<file path="config.mk">
export PLATFORM = sky130hd
export DESIGN_NAME = tcm_top
export DESIGN_NICKNAME = d
export VERILOG_FILES = /design/src/tcm_pkg.sv /design/src/tcm_top.sv /design/src/tcm_in_filt.sv /design/src/tcm_oc_chan.sv
export SDC_FILE = /design/constraint.sdc
export NUM_CORES = 1
export LEC_CHECK = 0
export BUFFER_PORTS_ARGS = -buffer_cell sky130_fd_sc_hd__buf_2
export CAP_MARGIN = 0
export CELL_PAD_IN_SITES_DETAIL_PLACEMENT = 1
export CELL_PAD_IN_SITES_GLOBAL_PLACEMENT = 1
export CORE_AREA = 2 2 106 210
export CTS_CLUSTER_DIAMETER = 150
export DETAILED_ROUTE_END_ITERATION = 16
export DIE_AREA = 0 0 108 212
export PLACE_DENSITY = 0.7
export REMOVE_ABC_BUFFERS = 1
export SETUP_SLACK_MARGIN = 0.15
export SYNTH_ARGS = -nofsm -noshare
export SYNTH_HDL_FRONTEND = slang
export SYNTH_SLANG_ARGS = --single-unit
</file>
<file path="constraint.sdc">
create_clock -name clk_i -period 3.8 [get_ports clk_i]
set_input_delay 0.19 -clock clk_i [delete_from_list [all_inputs] [get_ports clk_i]]
set_output_delay 0.19 -clock clk_i [all_outputs]
set_load 0.01 [all_outputs]
</file>
<file path="src/tcm_pkg.sv">
// Purpose: Shared constants and types for the timer channel mode block
// Assumes: 32-bit APB register access, one 250 MHz kernel clock
// Notes:   Dead-time sample clock equals the kernel clock here
package tcm_pkg;
	// Register byte offsets
	localparam logic [7:0]  ADDR_CTRL  = 8'h00; // Enables and lock level
	localparam logic [7:0]  ADDR_CV0   = 8'h04; // Channel 0 compare value
	localparam logic [7:0]  ADDR_CV1   = 8'h08; // Channel 1 compare value
	localparam logic [7:0]  ADDR_STAT  = 8'h0c; // Live channel state
	localparam logic [7:0]  ADDR_CHCTL = 8'h1c; // Channel control upper pair
	// Reset values
	localparam logic [15:0] CHCTL_RST  = 16'h0000;
	localparam logic [15:0] CV_RST     = 16'h0000;
	localparam logic [1:0]  EN_RST     = 2'h0;
	localparam logic [1:0]  LOCK_RST   = 2'h0;
	// Field positions
	localparam int CH_STRIDE = 8;  // Bits per channel in control word
	localparam int CTRL_EN   = 0;  // Enable field lsb in control reg
	localparam int CTRL_LOCK = 2;  // Lock field lsb in control reg
	localparam int STAT_FILT = 2;  // Filtered input field in status
	// Mode select codes
	localparam logic [1:0]  MS_OUTPUT  = 2'h0;
	localparam logic [1:0]  MS_OWN     = 2'h1;
	localparam logic [1:0]  MS_NEIGH   = 2'h2;
	localparam logic [1:0]  MS_TRIG    = 2'h3;
	localparam logic [1:0]  LOCK_FULL  = 2'h3;
	// Compare output control encodings, in code order
	typedef enum logic [2:0] {
		OC_TIMING, OC_SET, OC_CLR, OC_TOGGLE, OC_LOW, OC_PWM0, OC_HIGH, OC_PWM1
	} tcm_oc_mode_t;
	// Filter: samples needed and sample rate (0 kernel, k = dead-time / 2^k)
	localparam logic [3:0] FLT_NEED [16] = '{4'h1, 4'h2, 4'h4, 4'h8, 4'h6, 4'h8, 4'h6,
		4'h8, 4'h6, 4'h8, 4'h5, 4'h6, 4'h8, 4'h5, 4'h6, 4'h8};
	localparam logic [2:0] FLT_RATE [16] = '{3'h0, 3'h0, 3'h0, 3'h0, 3'h1, 3'h1, 3'h2,
		3'h2, 3'h3, 3'h3, 3'h4, 3'h4, 3'h4, 3'h5, 3'h5, 3'h5};
endpackage

</file>
<file path="src/tcm_top.sv">
// Purpose: Capture/compare channel configuration and behaviour, two channels
// Assumes: APB slave, zero wait states, counter supplied by the timer core
// Notes:   Compare and capture views share the control word storage
//          Upper half of the pair is reserved and reads zero
//
// Contract
// - Modes 000-100 freeze, set, clear, toggle, force low
// - Mode 101 is PWM mode 0
// - Mode 111 is PWM mode 1
// - PWM level changes on entry from freeze or comparison change
// - Compare control locked at full lock in output
// - Shadow enable locked at full lock in output
// - Shadow compare value loads at update event
// - Fast enable turns trigger edge into match
// - Mode field picks output or capture source
// - Mode field writable only while channel disabled
// - Filter counts consecutive equal samples before accepting
// - Filter code sets sample count and rate
// - Prescaler captures every 1, 2, 4, 8 edges
// - Prescaler counter clears while channel disabled
// - Channel 1 fields sit at bits 15:8
// - Control pair at 0x1C, resets zero, word access
// - External trigger with clear enable drops level
`timescale 1ns/10ps
module tcm_top import tcm_pkg::*; (
	input  wire logic        clk_i,                  // Kernel clock, 250 MHz
	input  wire logic        resetn_i,               // Async reset, active low
	input  wire logic [7:0]  paddr_i,                // APB address
	input  wire logic        psel_i,                 // APB select
	input  wire logic        penable_i,              // APB access phase
	input  wire logic        pwrite_i,               // APB direction
	input  wire logic [31:0] pwdata_i,               // APB write data
	input  wire logic [3:0]  pstrb_i,                // APB byte strobes
	output logic      [31:0] prdata_o,               // APB read data
	output logic             pready_o,               // APB ready
	output logic             pslverr_o,              // APB error
	input  wire logic [15:0] counter_value_i,        // Timer counter
	input  wire logic        count_down_i,           // Counter direction
	input  wire logic        update_event_i,         // Update event pulse
	input  wire logic        internal_trigger_sel_i, // Internal trigger
	input  wire logic        ext_trigger_filtered_i, // Filtered ext trigger
	input  wire logic [1:0]  ch_input_pin_i,         // Channel input pins
	output logic      [1:0]  ch_output_pin_o,        // Output-prepare levels
	output logic      [1:0]  capture_o               // Capture pulses
);
	// Enables and lock level sit in a local control word
	// Register state
	logic [15:0] chctl_q, chctl_d;      // Shared compare/capture fields
	logic [1:0]  en_q, en_d;            // Channel enables
	logic [1:0]  lock_q, lock_d;        // Lock level
	logic [15:0] cv_sh_q [2];           // Shadow compare values
	logic [15:0] cv_sh_d [2];
	logic [15:0] cv_act_q [2];          // Active compare / captured values
	logic [15:0] cv_act_d [2];
	logic [31:0] prdata_q, prdata_d;    // Registered read data
	// Capture path state
	logic [2:0]  psc_q [2];             // Prescaler edge counters
	logic [2:0]  psc_d [2];
	logic [1:0]  sel_q, sel_d;          // Selected input, last cycle
	logic [1:0]  cap_q, cap_d;          // Capture pulses
	logic        trig_q;                // Trigger, last cycle
	logic [4:0]  dts_q;                 // Dead-time rate divider
	// Decoded views
	logic [1:0]  ms [2];                // Mode select per channel
	logic [1:0]  filt;                  // Filtered pins
	logic [1:0]  opre;                  // Output-prepare levels
	logic [5:0]  rate_en;               // Sample strobes per rate
	logic        wr, rd_setup, mapped;  // Bus decode
	logic        trig_edge;             // Trigger rising edge

	// Bus decode; zero wait states
	assign wr        = psel_i && penable_i && pwrite_i;
	assign rd_setup  = psel_i && !penable_i;
	assign mapped    = paddr_i == ADDR_CTRL || paddr_i == ADDR_CV0 || paddr_i == ADDR_CV1
		|| paddr_i == ADDR_STAT || paddr_i == ADDR_CHCTL;
	// Every access completes in its first access cycle
	assign pready_o  = 1'b1;
	// Unmapped, or partial write to the control pair
	assign pslverr_o = psel_i && penable_i && (!mapped
		|| (pwrite_i && paddr_i == ADDR_CHCTL && pstrb_i != 4'hf));
	assign prdata_o  = prdata_q;
	// History resets low, the trigger's idle level
	assign trig_edge = internal_trigger_sel_i && !trig_q;
	assign ch_output_pin_o = opre;
	// Registered, one cycle after the edge
	assign capture_o = cap_q;

	// Dead-time rate strobes, one-cycle pulses
	// Rate k fires once every 2^k cycles
	always_comb begin
		rate_en[0] = 1'b1;
		for (int k = 1; k < 6; k++) begin
			rate_en[k] = (dts_q & 5'((6'h1 << k) - 6'h1)) == 5'((6'h1 << k) - 6'h1);
		end
	end

	// Per-channel input filter and compare output
	for (genvar c = 0; c < 2; c++) begin : g_ch
		assign ms[c] = chctl_q[c*CH_STRIDE +: 2];
		// Filter code overlays compare control and clear enable
		tcm_in_filt i_tcm_in_filt (
			.clk_i    (clk_i),
			.resetn_i (resetn_i),
			.pin_i    (ch_input_pin_i[c]),
			.code_i   (chctl_q[c*CH_STRIDE+4 +: 4]), // Capture view
			.rate_en_i(rate_en),
			.filt_o   (filt[c])
		);
		// Compare fields, used only while in output mode
		tcm_oc_chan i_tcm_oc_chan (
			.clk_i      (clk_i),
			.resetn_i   (resetn_i),
			.active_i   (ms[c] == MS_OUTPUT), // Compare view
			.mode_i     (tcm_oc_mode_t'(chctl_q[c*CH_STRIDE+4 +: 3])),
			.fast_en_i  (chctl_q[c*CH_STRIDE+2]),
			.clear_en_i (chctl_q[c*CH_STRIDE+7]),
			.ext_trig_i (ext_trigger_filtered_i),
			.trig_edge_i(trig_edge),
			.down_i     (count_down_i),
			.cnt_i      (counter_value_i),
			.cv_i       (cv_act_q[c]),
			.opre_o     (opre[c])
		);
	end

	// Input source selection and capture prescaler
	// Mode 10 reads the neighbour's filtered input
	always_comb begin
		logic       src;
		logic [1:0] pv;
		src = 1'b0;
		pv  = 2'h0;
		cap_d = 2'h0;
		for (int c = 0; c < 2; c++) begin
			pv = chctl_q[c*CH_STRIDE+2 +: 2];
			unique case (ms[c])
				MS_OWN:   src = filt[c];
				MS_NEIGH: src = filt[c ^ 1];
				MS_TRIG:  src = internal_trigger_sel_i;
				default:  src = 1'b0;               // Output mode
			endcase
			// Source history for rising-edge detection
			sel_d[c] = src;
			psc_d[c] = psc_q[c];
			if (!en_q[c] || ms[c] == MS_OUTPUT) begin
				psc_d[c] = 3'h0;
			end else if (src && !sel_q[c]) begin
				// Rising edge; capture on the last edge of the group
				// A count left over from a larger ratio fires at once
				if (psc_q[c] >= 3'((4'h1 << pv) - 4'h1)) begin
					cap_d[c] = 1'b1;
					psc_d[c] = 3'h0;
				end else begin
					psc_d[c] = psc_q[c] + 3'h1;
				end
			end
		end
	end

	// Register writes, shadow loading and capture
	always_comb begin
		logic [7:0]  b;
		logic [7:0]  w;
		logic        wcv;
		b = 8'h00;
		w = 8'h00;
		wcv = 1'b0;
		en_d = en_q;
		lock_d = lock_q;
		chctl_d = chctl_q;
		cv_sh_d = cv_sh_q;
		cv_act_d = cv_act_q;
		// Control word: channel enables and lock level
		if (wr && paddr_i == ADDR_CTRL) begin
			en_d = pwdata_i[CTRL_EN +: 2];
			lock_d = pwdata_i[CTRL_LOCK +: 2];
		end
		for (int c = 0; c < 2; c++) begin
			// One byte per channel in the pair
			b = chctl_q[c*CH_STRIDE +: 8];
			w = pwdata_i[c*CH_STRIDE +: 8];
			if (wr && paddr_i == ADDR_CHCTL && pstrb_i == 4'hf) begin
				if (!en_q[c]) begin
					b[1:0] = w[1:0];
				end
				// Fast and clear enables are never locked
				b[2] = w[2];
				b[7] = w[7];
				if (!(lock_q == LOCK_FULL && ms[c] == MS_OUTPUT)) begin
					b[6:3] = w[6:3];
				end
			end
			chctl_d[c*CH_STRIDE +: 8] = b;
			// Compare writes count only in output mode
			wcv = wr && paddr_i == (c == 0 ? ADDR_CV0 : ADDR_CV1) && ms[c] == MS_OUTPUT;
			if (wcv) begin
				cv_sh_d[c] = pwdata_i[15:0];
				if (!chctl_q[c*CH_STRIDE+3]) begin
					cv_act_d[c] = pwdata_i[15:0]; // Shadow bypassed
				end
			end
			// Update event copies shadow to active
			if (update_event_i && chctl_q[c*CH_STRIDE+3] && ms[c] == MS_OUTPUT) begin
				cv_act_d[c] = cv_sh_q[c];
			end
			// Capture wins over write and update
			if (cap_d[c]) begin
				cv_act_d[c] = counter_value_i; // Capture into same storage
			end
		end
	end

	// Read data, captured in the setup phase
	always_comb begin
		prdata_d = prdata_q;
		// Sampled in setup, so access sees a steady word
		if (rd_setup) begin
			unique case (paddr_i)
				ADDR_CTRL:  prdata_d = {28'h0, lock_q, en_q};
				ADDR_CV0:   prdata_d = {16'h0, cv_act_q[0]};
				ADDR_CV1:   prdata_d = {16'h0, cv_act_q[1]};
				ADDR_STAT:  prdata_d = {28'h0, filt, opre};
				ADDR_CHCTL: prdata_d = {16'h0, chctl_q}; // Upper half reserved
				default:    prdata_d = 32'h0;
			endcase
		end
	end

	// All registers
	always_ff @(posedge clk_i or negedge resetn_i) begin
		if (!resetn_i) begin
			chctl_q  <= CHCTL_RST;
			en_q     <= EN_RST;
			lock_q   <= LOCK_RST;
			cv_sh_q  <= '{CV_RST, CV_RST};
			cv_act_q <= '{CV_RST, CV_RST};
			prdata_q <= 32'h0;
			psc_q    <= '{3'h0, 3'h0};
			sel_q    <= 2'h0;
			cap_q    <= 2'h0;
			trig_q   <= 1'b0;
			dts_q    <= 5'h0;
		end else begin
			chctl_q  <= chctl_d;
			en_q     <= en_d;
			lock_q   <= lock_d;
			cv_sh_q  <= cv_sh_d;
			cv_act_q <= cv_act_d;
			prdata_q <= prdata_d;
			psc_q    <= psc_d;
			sel_q    <= sel_d;
			cap_q    <= cap_d;
			// Trigger history for edge detection
			trig_q   <= internal_trigger_sel_i;
			// Free-running, wraps every 32 cycles
			dts_q    <= dts_q + 5'h1;
		end
	end
endmodule

</file>
<file path="src/tcm_in_filt.sv">
// Purpose: Pin synchroniser and digital input filter for one channel
// Assumes: Sample enables are one-cycle pulses on the kernel clock
// Notes:   Filter code zero passes the synchronised level straight on
`timescale 1ns/10ps
module tcm_in_filt import tcm_pkg::*; (
	input  wire logic       clk_i,     // Kernel clock
	input  wire logic       resetn_i,  // Async reset, active low
	input  wire logic       pin_i,     // Raw channel pin
	input  wire logic [3:0] code_i,    // Filter code
	input  wire logic [5:0] rate_en_i, // Sample enables per rate
	output logic            filt_o     // Filtered level
);
	logic       s1_q, s2_q, s3_q; // Three-stage synchroniser
	logic       in_q, in_d;       // Agreed input level
	logic       out_q, out_d;     // Accepted level
	logic [3:0] cnt_q, cnt_d;     // Consecutive new-level samples
	logic       smp_en;           // Sample strobe for this code

	assign smp_en = rate_en_i[FLT_RATE[code_i]];
	assign filt_o = out_q;

	// Next level and sample count
	always_comb begin
		in_d  = (s2_q == s3_q) ? s3_q : in_q; // Stage 1 never looked at
		out_d = out_q;
		cnt_d = cnt_q;
		if (code_i == 4'h0) begin
			// Unfiltered
			out_d = in_q;
			cnt_d = 4'h0;
		end else if (smp_en) begin
			if (in_q != out_q) begin
				// Count identical samples of the new level
				if (cnt_q + 4'h1 >= FLT_NEED[code_i]) begin
					out_d = in_q;
					cnt_d = 4'h0;
				end else begin
					cnt_d = cnt_q + 4'h1;
				end
			end else begin
				// Glitch broke the run
				cnt_d = 4'h0;
			end
		end
	end

	// State registers
	always_ff @(posedge clk_i or negedge resetn_i) begin
		if (!resetn_i) begin
			s1_q  <= 1'b0;
			s2_q  <= 1'b0;
			s3_q  <= 1'b0;
			in_q  <= 1'b0;
			out_q <= 1'b0;
			cnt_q <= 4'h0;
		end else begin
			s1_q  <= pin_i;
			s2_q  <= s1_q;
			s3_q  <= s2_q;
			in_q  <= in_d;
			out_q <= out_d;
			cnt_q <= cnt_d;
		end
	end
endmodule

</file>
<file path="src/tcm_oc_chan.sv">
// Purpose: Output-prepare level generation for one compare channel
// Assumes: Counter and direction come from the kernel clock domain
// Notes:   Clear from external trigger overrides every mode
`timescale 1ns/10ps
module tcm_oc_chan import tcm_pkg::*; (
	input  wire logic         clk_i,      // Kernel clock
	input  wire logic         resetn_i,   // Async reset, active low
	input  wire logic         active_i,   // Channel in output mode
	input  wire tcm_oc_mode_t mode_i,     // Compare output control
	input  wire logic         fast_en_i,  // Fast trigger response
	input  wire logic         clear_en_i, // Clear on external trigger
	input  wire logic         ext_trig_i, // Filtered external trigger
	input  wire logic         trig_edge_i,// Trigger rising edge
	input  wire logic         down_i,     // Counting down
	input  wire logic [15:0]  cnt_i,      // Counter value
	input  wire logic [15:0]  cv_i,       // Active compare value
	output logic              opre_o      // Output-prepare level
);
	logic         opre_q, opre_d; // Output-prepare level
	logic         cmp_q;          // Comparison seen last cycle
	tcm_oc_mode_t mode_q;         // Mode seen last cycle
	logic         cmp, match, pwm, pwm0_lvl, upd;

	assign match    = (cnt_i == cv_i);
	// Result kept as the mode 0 level, so a direction flip that moves it counts
	assign cmp      = down_i ? (cnt_i <= cv_i) : (cnt_i < cv_i);
	assign pwm0_lvl = cmp;
	assign pwm      = (mode_i == OC_PWM0) || (mode_i == OC_PWM1);
	// PWM level follows the comparison only on entry from timing or a new comparison
	assign upd      = (mode_q == OC_TIMING) || (cmp != cmp_q);
	assign opre_o   = opre_q;

	// Next output-prepare level
	always_comb begin
		opre_d = opre_q;
		if (active_i && clear_en_i && ext_trig_i) begin
			opre_d = 1'b0;
		end else if (active_i) begin
			unique case (mode_i)
				OC_TIMING: opre_d = opre_q;
				OC_SET:    opre_d = match ? 1'b1 : opre_q;
				OC_CLR:    opre_d = match ? 1'b0 : opre_q;
				OC_TOGGLE: opre_d = match ? !opre_q : opre_q;
				OC_LOW:    opre_d = 1'b0;
				OC_HIGH:   opre_d = 1'b1;
				OC_PWM0: begin
					if (fast_en_i && trig_edge_i) begin
						opre_d = 1'b0; // Match level of mode 0
					end else if (upd) begin
						opre_d = pwm0_lvl;
					end
				end
				OC_PWM1: begin
					if (fast_en_i && trig_edge_i) begin
						opre_d = 1'b1; // Match level of mode 1
					end else if (upd) begin
						opre_d = !pwm0_lvl;
					end
				end
			endcase
		end
	end

	// Registers
	always_ff @(posedge clk_i or negedge resetn_i) begin
		if (!resetn_i) begin
			opre_q <= 1'b0;
			cmp_q  <= 1'b0;
			mode_q <= OC_TIMING;
		end else begin
			opre_q <= opre_d;
			cmp_q  <= cmp;
			mode_q <= mode_i;
		end
	end
endmodule

</file>
==> After elaboration in Yosys (flattened, before gate mapping) <==
Memories as Yosys holds them, arrays and structs flattened.
Index checks and enable logic that the tools add are counted.
{ "word_totals": {"regBits": 160, "n_memories": 4, "input_bits": 71, "rom_bits": 224, "out_inout_bits": 38} }
{ "mem_list": {"columns": ["memory", "words", "word_bits", "rd", "rd_clocked_by_memory_dff", "wr", "line", "source"], "rows": [
  ["(name not given)", 16, 4, 1, 0, 0, "tcm_in_filt.sv:34", "if (cnt_q + 4'h1 >= FLT_NEED[code_i]) begin"],
  ["(name not given)", 16, 4, 1, 0, 0, "tcm_in_filt.sv:34", null],
  ["(name not given)", 16, 3, 1, 0, 0, "tcm_in_filt.sv:19", "assign smp_en = rate_en_i[FLT_RATE[code_i]];"],
  ["(name not given)", 16, 3, 1, 0, 0, "tcm_in_filt.sv:19", null]
]} }
{ "op_classes": {"bitwise_logic": 6, "eq_ne": 53, "n_reduce_logical": 79, "n_mux": 73, "shifts": 2, "add_sub_neg": 7, "n_lt_le_gt_ge": 12} }
{ "ops": {"columns": ["cell", "count"], "rows": [
  ["16-bit 2-to-1 mux", 8],
  ["16-bit case mux with 5 select lines", 1],
  ["4-bit 2-to-1 mux", 12],
  ["1-bit 2-to-1 mux", 36],
  ["16-bit == test", 2],
  ["16-bit less-or-equal comparator", 2],
  ["16-bit < comparator", 2],
  ["3-bit 2-to-1 mux", 10],
  ["1-bit logical AND", 28],
  ["3-bit == test (second input constant)", 9],
  ["3-bit by 1-bit inequality test with 1-bit output (second input constant)", 8],
  ["2-bit nonzero test", 10],
  ["8-bit by 4-bit == test with 1-bit output (second input constant)", 2],
  ["4-bit by 3-bit inequality test with 1-bit output (second input constant)", 4],
  ["1-bit case mux with 7 select lines", 2],
  ["7-bit AND reduction", 2],
  ["2-bit == test (second input constant)", 6],
  ["3-bit by 2-bit == test with 1-bit output (second input constant)", 4],
  ["3-bit logical NOT", 4],
  ["2-bit AND reduction", 6],
  ["1-bit logical NOT", 11],
  ["5-bit greater-or-equal comparator (second input constant)", 2],
  ["4-bit inverter with 5-bit output", 2],
  ["1-bit logical OR", 9],
  ["other kinds (26)", 50]
]} }

==> Depth between registers and ports, before layout <==
Gate-level depths: netlist (run 1).
{ "depth": {"word_depth": 9, "depth_mapped": 13, "ltp_nobuf": 13} }

==> Hierarchy <==
From an unflattened synthesis (run 1), not the netlist that was laid out.
{ "unflattened": {"cells_unflattened": 893, "area_unflattened_um2": 9298.9} }
{ "by_module_without_submodules": {"columns": ["mod", "instances", "cells_per_inst", "area_each_um2"], "rows": [
  ["tcm_top", 1, 557, 6268.5],
  ["tcm_in_filt", 2, 77, 758.2],
  ["tcm_oc_chan", 2, 91, 757.0]
]} }

==> Worst setup path after synthesis (run 1) <==
OpenSTA, ideal clock, no wires.
{ "synth_path": {"kind": "flip-flop to flip-flop", "startpoint": "reg chctl_q[7]", "endpoint": "reg g_ch[0].i_tcm_in_filt.cnt_q[2]", "path_buffers": 2, "setup_ns": 0.064, "slack_ns": 0.965, "stages_incl_launch_ff": 13, "arrival_time_ns": 2.771, "synth_period_minus_slack_ns": 2.835, "path_cell_list": "dfrtp_1 -> clkbuf_1 -> clkbuf_1 -> mux2i_1 -> o21ai_0 -> ha_1 -> nand2b_1 -> a21o_1 -> a21o_1 -> a211o_1 -> or3_1 -> nor3b_1 -> a21o_1"} }
{ "synth_between": {"elab_chain_len": 9, "word_cells_on_any_way": 16, "classes_between": "order compare: 1; mux: 10; bitwise: 1; reduce/logical: 2; memory: 2"} }
{ "synth_rtl": {"columns": ["item", "line", "source"], "rows": [
  ["start: declaration", "tcm_top.sv:48", "logic [15:0] chctl_q, chctl_d;"],
  ["start signal: assignment", "tcm_top.sv:244", "chctl_q <= chctl_d;"],
  ["4-bit inverter with 5-bit output (implied by the code)", "tcm_in_filt.sv:19, tcm_in_filt.sv:34", null],
  ["memory read 16 x 4 bit", null, null],
  ["4-bit 2-to-1 mux (implied by the code) (2 in series)", "tcm_in_filt.sv:34", null],
  ["4-bit greater-or-equal comparator", "tcm_in_filt.sv:34", null],
  ["4-bit 2-to-1 mux", "tcm_in_filt.sv:34", null],
  ["4-bit 2-to-1 mux", "tcm_in_filt.sv:32", "if (in_q != out_q) begin"],
  ["4-bit 2-to-1 mux", "tcm_in_filt.sv:31", "end else if (smp_en) begin"],
  ["4-bit 2-to-1 mux", "tcm_in_filt.sv:27", "if (code_i == 4'h0) begin"],
  ["end signal: assignment", "tcm_in_filt.sv:62", "cnt_q <= cnt_d;"],
  ["end: declaration", "tcm_in_filt.sv:16", "logic [3:0] cnt_q, cnt_d;"]
]} }
Parallel ways exist; a longest one is shown, timed or not. The select of a mux whose other input is x is not followed.
A chain may end at the register's enable or synchronous reset.

==> Worst setup path after layout (run 1) <==
{ "layout_path": {"startpoint": "reg chctl_q[5]", "endpoint": "reg g_ch[0].i_tcm_in_filt.cnt_q[2]"} }
Same word-level chain as after synthesis.

==> results of run 1 <==
## flip-flops by register name, indices dropped and copies added, names as in the netlist, 5 cells and up
register                   flops
psc_q                          6
g_ch.i_tcm_oc_chan.mode_q      6
prdata_o                      16
g_ch.i_tcm_in_filt.cnt_q       8
chctl_q                       16
cv_sh_q                       32
cv_act_q                      32
dts_q                          5
## through the flow
stage / total power, W / setup WS [ps] / util / std cells
after global placement: 0.00184 / 840 / 0.418 / 1148
after detailed placement: 0.00184 / 803 / 0.418 / 1148
after CTS: 0.00359 / 784 / 0.449 / 1184
final: 0.00356 / 812 / 0.449 / 1184
after global routing: 0.00368 / 570 / 0.449 / 1184
after floorplan: 0.00170 / 600 / - / 787
## path summary, 6_finish.rpt
check | end | slack (ps) | cells after the start
max | g_ch[0].i_tcm_in_filt.cnt_q[2] | 810 | 12
min | cv_sh_q[14] | 50 | 2
max reg2reg | g_ch[0].i_tcm_in_filt.cnt_q[2] | 810 | 12
min reg2reg | g_ch[1].i_tcm_in_filt.s2_q | 350 | 0
max in group asynchronous | cv_sh_q[5] | 2430 | 3
min in group asynchronous | capture_o[1] | 400 | 2
## placed cells by master, fill, tap and decap left out, types with 12 or more instances in the layout
cell type,synthesis,routed
nor2_1,28,28
a21oi_1,27,27
buf_2,10,74
mux2i_1,59,59
ha_1,61,61
nand3_1,12,12
clkbuf_16,0,17
a222oi_1,16,16
nand2_1,98,98
inv_1,48,48
conb_1,2,17
mux2_2,62,62
o21ai_0,81,81
dfrtp_1,144,144
buf_4,20,13
## cell type report
| cell class | count | area share |
|---|---|---|
| Clock buffer | 23 | 0.0498 |
| Timing Repair Buffer | 92 | 0.0541 |
| Inverter | 48 | 0.0188 |
| Sequential cell | 144 | 0.375 |
| Tap cell | 273 | 0.0356 |
| Multi-Input combinational cell | 595 | 0.453 |
| Clock inverter | 9 | 0.0136 |
## cells by family (layout without fill, tap and decap cells)
group / count (synthesis) / count (layout)
XOR/XNOR: 8 / 8
flip-flops: 144 / 144
AND/OR/NAND/NOR: 205 / 205
other: 2 / 17
AO/OA/AOI/OAI: 181 / 181
adder cells (fa/ha/maj): 63 / 63
buffers and inverters: 103 / 172
multiplexers: 121 / 121
## power groups by stage
stage               logic, W  registers [W]  clock network (W)
global placement    0.000225        0.00161                  0
finish              0.000232        0.00158            0.00174
global route        0.000263        0.00159            0.00183
CTS                 0.000237        0.00158            0.00177
detailed placement  0.000231        0.00161                  0
floorplan           0.000102        0.00160                  0
## timing repair
item / 4_1_cts / 5_1_grt
hold buffers: 4 / 0
setup endpoints to repair: 0 / 0
endpoints found under the hold margin: 98 / 0
resized for setup: 0 / 0
buffers inserted: 0 / 0
## routing by layer
metal	vias to the layer above	wire [um]	part of all wire	track usage
met5	-	0	0	0
li1	3071	-	-	-
met3	38	627	0.026	0.0383
met2	118	14100	0.58	0.436
met4	0	737	0.030	0.0866
met1	3331	9020	0.37	0.235
==> flow_summary_export.csv, run 1 <==
group,metric,value,unit
global_route,antenna_found_initial,0,
logic_synthesis,synth.area.top_cells,"dfrtp_1, ha_1, mux2_2",
timing,relSlewSlack,0.303,
power_and_ir_drop,swShare,0.234,
cts,cts_max_path_buffers,2,
worst_setup_path,path_cells,"inv_1 -> ha_1 -> mux2i_1 -> o21ai_0 -> ha_1 -> nand2b_1 -> a21o_1 -> a21o_1 -> a211o_1 -> or3_1 -> nor3b_1 -> a21o_1",
worst_setup_path,cp_top_family,"compound AO/OA/AOI/OAI gates",
global_route,grt_pass1_vias,6970,
logic_synthesis,synth_fa_ha_area_frac,0.0936,
floorplan,num_rows,76,
logic_synthesis,synth-seq-cells,144,
route,vias,6558,
worst_setup_path,crit_path_frequent_cell,"a21o_1",
cells_and_area,fin_nets,1030,
run_status,status,"complete, no violations",
cts,clk_pin_slew,60,ps
worst_setup_path,critPathMaxStageDelay,460,ps
placed_design,postPlaceCellArea,8950,um^2
timing,finClkSkew,7.65,ps
worst_setup_path,end_kind,"flip-flop",
logic_synthesis,synth.top_cells.by_count,"dfrtp_1, nand2_1, o21ai_0",
timing,holdWs,46.7,ps
power_and_ir_drop,powerDensity,371,nW/um^2
power_and_ir_drop,p_seq_frac,0.445,
worst_setup_path,path_class,"reg2reg",
cells_and_area,final_area,9600,um^2
cells_and_area,area_growth,14.7,%
power_and_ir_drop,p_clk_frac,0.490,
timing,setup_tns,0,ps
worst_setup_path,setup.worst_path.start,"chctl_q[5]",
worst_setup_path,reg2reg_from,"chctl_q[5]",
logic_synthesis,synth_top_area_cell,"dfrtp_1",
logic_synthesis,synth-simple-area-share,0.119,
logic_synthesis,synthMuxAreaShare,0.154,
placed_design,io_buffers,75,
floorplan,die_w,108,um
global_route,grt_max_degree,98,
worst_setup_path,cp_max_fo,8,
power_and_ir_drop,combPwrFrac,0.065,
logic_synthesis,syn_inst,827,
logic_synthesis,syn_area_per_cell,10.1,um^2
hold_path,hp-class,"in2reg",
power_and_ir_drop,leakage,4.67,nW
logic_synthesis,synth_warnings,0,
timing,slew_viol_final,0,
worst_setup_path,required,4180,ps
logic_synthesis,synth_xor_area_frac,0.00837,
route,vias_per_cell,5.54,
cts,cts-htree-levels,4,
timing,period_share,0.786,
logic_synthesis,synthFlopType,"dfrtp_1",
cts,cts_buffers,17,
route,drtIter0Drc,326,
logic_synthesis,synth_cell_types,65,
cells_and_area,multi_input_area,4350,um^2
logic_synthesis,yosysSeqAreaShare,0.431,
route,routedWlPerCell,20.7,um
floorplan,core_area,21400,um^2
worst_setup_path,path_buf_inv,1,
route,routed_wl,24500,um
cells_and_area,final-seq-area,3600,um^2
cts,cts.sinks,144,
cells_and_area,antenna_cells,0,
timing,final.min_clock_period,2990,ps
floorplan,io_pins,109,
power_and_ir_drop,internal-power,0.00273,W
global_route,track_usage,0.225,
logic_synthesis,synth-compound-area-share,0.136,
global_route,grt_first_pass_wirelength,38400,um
floorplan,die_y,212,um
logic_synthesis,synth_edf_count,0,
placed_design,place.gp.congestion,0.832,
logic_synthesis,synthArstFlopShare,1.00,
flow_run,maxCapViolCount,0,
floorplan,die_area,22900,um^2
timing,tightest_slew,1050,ps
timing,max_freq,335,MHz
cells_and_area,drive_gt1_frac,0.214,
route,drc,0,
logic_synthesis,synth_top_family_by_area,"multiplexers",
power_and_ir_drop,ir_drop,0.000292,V
hold_path,hp-start,"pwdata_i[14]",
route,drtAntennaViolNets,0,
logic_synthesis,yosysMostFrequentCell,"dfrtp_1",
worst_setup_path,cpMaxStageDelayCell,"dfrtp_1",
cts,root_buffer,"clkbuf_16",
global_route,grt-ovfl-total,0,
timing,finalSetupViolCount,0,
cells_and_area,fill_cells,2442,
placed_design,dp_hpwl,17900,um
worst_setup_path,arrival,3370,ps
worst_setup_path,crit_path_start_kind,"flip-flop",
timing,hold_viol_final,0,
route,first_pass_iters,6,
logic_synthesis,synth_top_area_share,0.431,
logic_synthesis,synth_area,8370,um^2
floorplan,initial_core_util,0.391,
timing,rsz0062_at_grt,"no",
cts,cts_tree,"yes",
cts,clk_latency,440,ps
power_and_ir_drop,p_sw,0.000832,W
No activity file was read; power rests on OpenSTA's default activity.
==> run 2: changes to the inputs <==
--- a/config.mk
+++ b/config.mk
@@ -13,7 +13,7 @@
 export CTS_CLUSTER_DIAMETER = 150
 export DETAILED_ROUTE_END_ITERATION = 16
 export DIE_AREA = 0 0 108 212
-export PLACE_DENSITY = 0.7
+export PLACE_DENSITY = 0.73
 export REMOVE_ABC_BUFFERS = 1
 export SETUP_SLACK_MARGIN = 0.15
 export SYNTH_ARGS = -nofsm -noshare
==> constraint.sdc (replaced) <==
create_clock -name clk_i -period 2.6 [get_ports clk_i]
set_input_delay 0.13 -clock clk_i [delete_from_list [all_inputs] [get_ports clk_i]]
set_output_delay 0.13 -clock clk_i [all_outputs]
set_load 0.01 [all_outputs]
==> run 2 against run 1 <==
The flow now finishes with violations (negative setup slack). Setup slack worse by 900 ps. Non-clock buffer count up 88. Clock skew up 1.6 ps. First-iteration DRC count up 15%. Maximum frequency up 11%. Clock-buffer cell count down 5. Register-to-register slack worse by 900 ps. Design area up 12%. Wire length up 12%. Critical endpoint is now g_ch[0].i_tcm_in_filt.filt_o. Largest cell class unchanged. Highest routed layer unchanged.
==> flow_summary_export.csv, run 2 (synthesis results as in run 1) <==
group,metric,value,unit
power_and_ir_drop,powerDensity,490,nW/um^2
cts,clk_pin_slew,60,ps
run_status,status,"complete, but fails checks",
cts,clk_latency,440,ps
hold_path,hp-start,"pwdata_i[6]",
cells_and_area,area_growth,28.8,%
worst_setup_path,crit_path_frequent_cell,"a21o_1",
worst_setup_path,cp_top_family,"compound AO/OA/AOI/OAI gates",
floorplan,die_w,108,um
floorplan,die_area,22900,um^2
run_status,violations,"negative setup slack",
cts,cts_max_path_buffers,2,
hold_path,min_to,"cv_sh_q[22]",
power_and_ir_drop,p_seq_frac,0.438,
placed_design,dp_hpwl,19200,um
cells_and_area,mostFrequentLayoutCell,"dfrtp_1",
timing,final.min_clock_period,2690,ps
timing,setup_tns,-214,ps
timing,slew_viol_final,0,
route,routed_wl,27500,um
floorplan,io_pins,109,
global_route,track_usage,0.247,
placed_design,dp_cells,1197,
timing,period_share,1.03,
worst_setup_path,path_class,"reg2reg",
worst_setup_path,cpMaxStageDelayCell,"dfrtp_2",
timing,relSlewSlack,0.621,
global_route,grt_pass1_vias,7731,
timing,holdWs,12.9,ps
route,drc,0,
hold_path,hold_depth,2,
cells_and_area,drive_gt1_frac,0.346,
power_and_ir_drop,swShare,0.247,
global_route,grt_first_pass_wirelength,42100,um
route,routedWlPerCell,21.6,um
route,vias_per_cell,5.62,
cts,cts.sinks,144,
cells_and_area,reg_top3,"cv_act_q (32), cv_sh_q (32)",
timing,rsz0062_at_grt,"yes",
timing,tightest_slew,569,ps
worst_setup_path,rrSetupSlack,-90,ps
cells_and_area,fin_nets,1118,
power_and_ir_drop,p_clk_frac,0.481,
cells_and_area,layout_common_cells,"dfrtp_1, nand2_1, buf_4, buf_2, o21ai_0",
placed_design,place.gp.congestion,0.843,
power_and_ir_drop,ir_drop,0.000404,V
power_and_ir_drop,combPwrFrac,0.081,
hold_path,hp-class,"in2reg",
flow_run,maxCapViolCount,0,
cts,cts_tree,"yes",
worst_setup_path,critPathMaxStageDelay,460,ps
cells_and_area,antenna_cells,0,
timing,hold_viol_final,0,
worst_setup_path,reg2reg_from,"chctl_q[5]",
cts,cts_buffers,17,
placed_design,io_buffers,75,
timing,finClkSkew,9.27,ps
route,drtAntennaViolNets,0,
worst_setup_path,r2r_end,"g_ch[0].i_tcm_in_filt.filt_o",
worst_setup_path,end_kind,"flip-flop",
global_route,grt-ovfl-total,0,
worst_setup_path,cp_max_fo,3,
placed_design,dp_slack,-232,ps
cells_and_area,fill_cells,2380,
floorplan,initial_core_util,0.391,
cts,cts-htree-levels,4,
floorplan,die_y,212,um
worst_setup_path,path_buf_inv,3,
timing,max_freq,372,MHz
global_route,grt_max_degree,55,
worst_setup_path,path_cells,"inv_4 -> ha_4 -> nand2_4 -> o21ai_2 -> nor2_1 -> a21oi_2 -> ha_1 -> a21o_1 -> a21o_1 -> a211o_1 -> buf_4 -> buf_6 -> nor2b_1 -> mux2_2",
power_and_ir_drop,leakage,5.23,nW
power_and_ir_drop,internal-power,0.00398,W
power_and_ir_drop,p_sw,0.00130,W
timing,timing.final.ws_setup,-90.2,ps
worst_setup_path,crit_path_start_kind,"flip-flop",
cts,root_buffer,"clkbuf_16",
worst_setup_path,required,2930,ps
cells_and_area,stdcell_count,1272,
power_and_ir_drop,power,0.00528,W
route,drtIter0Drc,375,
worst_setup_path,reg2reg_depth,14,
route,vias,7153,
route,first_pass_iters,6,
global_route,antenna_found_initial,0,
timing,finalSetupViolCount,3,
floorplan,core_area,21400,um^2
floorplan,num_rows,76,
worst_setup_path,arrival,3020,ps
==> run 2: changes by cell type in the layout (fill, tap and decap cells not counted), moves of 10 or more <==
cell and delta:
buf_4 +71, ha_1 -21, ha_4 +16, inv_1 -14, inv_2 +12, o21ai_0 -10
==> run 2: final cells by class <==
cell class | instances | area (um^2) | share of cell area
multi-input combinational | 595 | 4730 | 0.439
sequential | 144 | 3610 | 0.335
timing repair buffer | 180 | 1310 | 0.122
clock buffer | 18 | 439 | 0.0407
tap | 273 | 342 | 0.0317
inverter | 48 | 185 | 0.0172
clock inverter | 14 | 165 | 0.0153
==> run 2: worst max path at each step <==
stage                     startpoint                             end  slack, ps  cells past startpoint
after global routing      chctl_q[4]    g_ch[0].i_tcm_in_filt.filt_o       -210                     13
after CTS                 chctl_q[5]  g_ch[0].i_tcm_in_filt.cnt_q[2]       -100                     13
after floorplan           chctl_q[3]                    cv_act_q[16]       -600                      9
after detailed placement  chctl_q[4]  g_ch[0].i_tcm_in_filt.cnt_q[2]       -230                     13
final                     chctl_q[5]    g_ch[0].i_tcm_in_filt.filt_o        -90                     14
after global placement    chctl_q[4]  g_ch[0].i_tcm_in_filt.cnt_q[2]        -80                     12
==> run 2: per-layer routing <==
metal / GRT usage / wire length (um) / up-vias
met2: 0.456 / 15200 / 183
met4: 0.151 / 1650 / 0
met1: 0.255 / 9810 / 3637
met3: 0.0408 / 839 / 84
met5: 0 / 0 / -
li1: - / - / 3249
==> run 2: power by group through the flow <==
| stage | registers (W) | clock network [W] | logic, W |
|---|---|---|---|
| after detailed placement | 0.00235 | 0 | 0.000356 |
| final | 0.00231 | 0.00254 | 0.000427 |
| after global placement | 0.00235 | 0 | 0.000345 |
| after CTS | 0.00231 | 0.00258 | 0.000389 |
| after floorplan | 0.00234 | 0 | 0.000149 |
| after global routing | 0.00232 | 0.00266 | 0.000470 |
==> run 2: worst reg2reg max path, delay by kind of cell, from the launching register on <==
family	cells	cell delay, ps
AO/OA/AOI/OAI	5	690
multiplexers	1	260
buffers and inverters	3	350
AND/OR/NAND/NOR	3	320
flip-flops	1	460
adder cells (fa/ha/maj)	2	490
==> run 2: what timing repair did <==
| action | 4_1_cts | 5_1_grt |
|---|---|---|
| resized for setup | 38 | 55 |
| endpoints found under the hold margin | 68 | 0 |
| cloned | 0 | 2 |
| setup endpoints to repair | 15 | 29 |
| hold buffers | 10 | 0 |
| pin swaps | 17 | 33 |
| buffers inserted | 14 | 17 |
==> run 2: per-stage QoR <==
stage                util  cell area, um^2
floorplan               -             8120
global placement    0.438             9380
detailed placement  0.438             9380
CTS                 0.483            10300
global route        0.504            10800
finish              0.504            10800
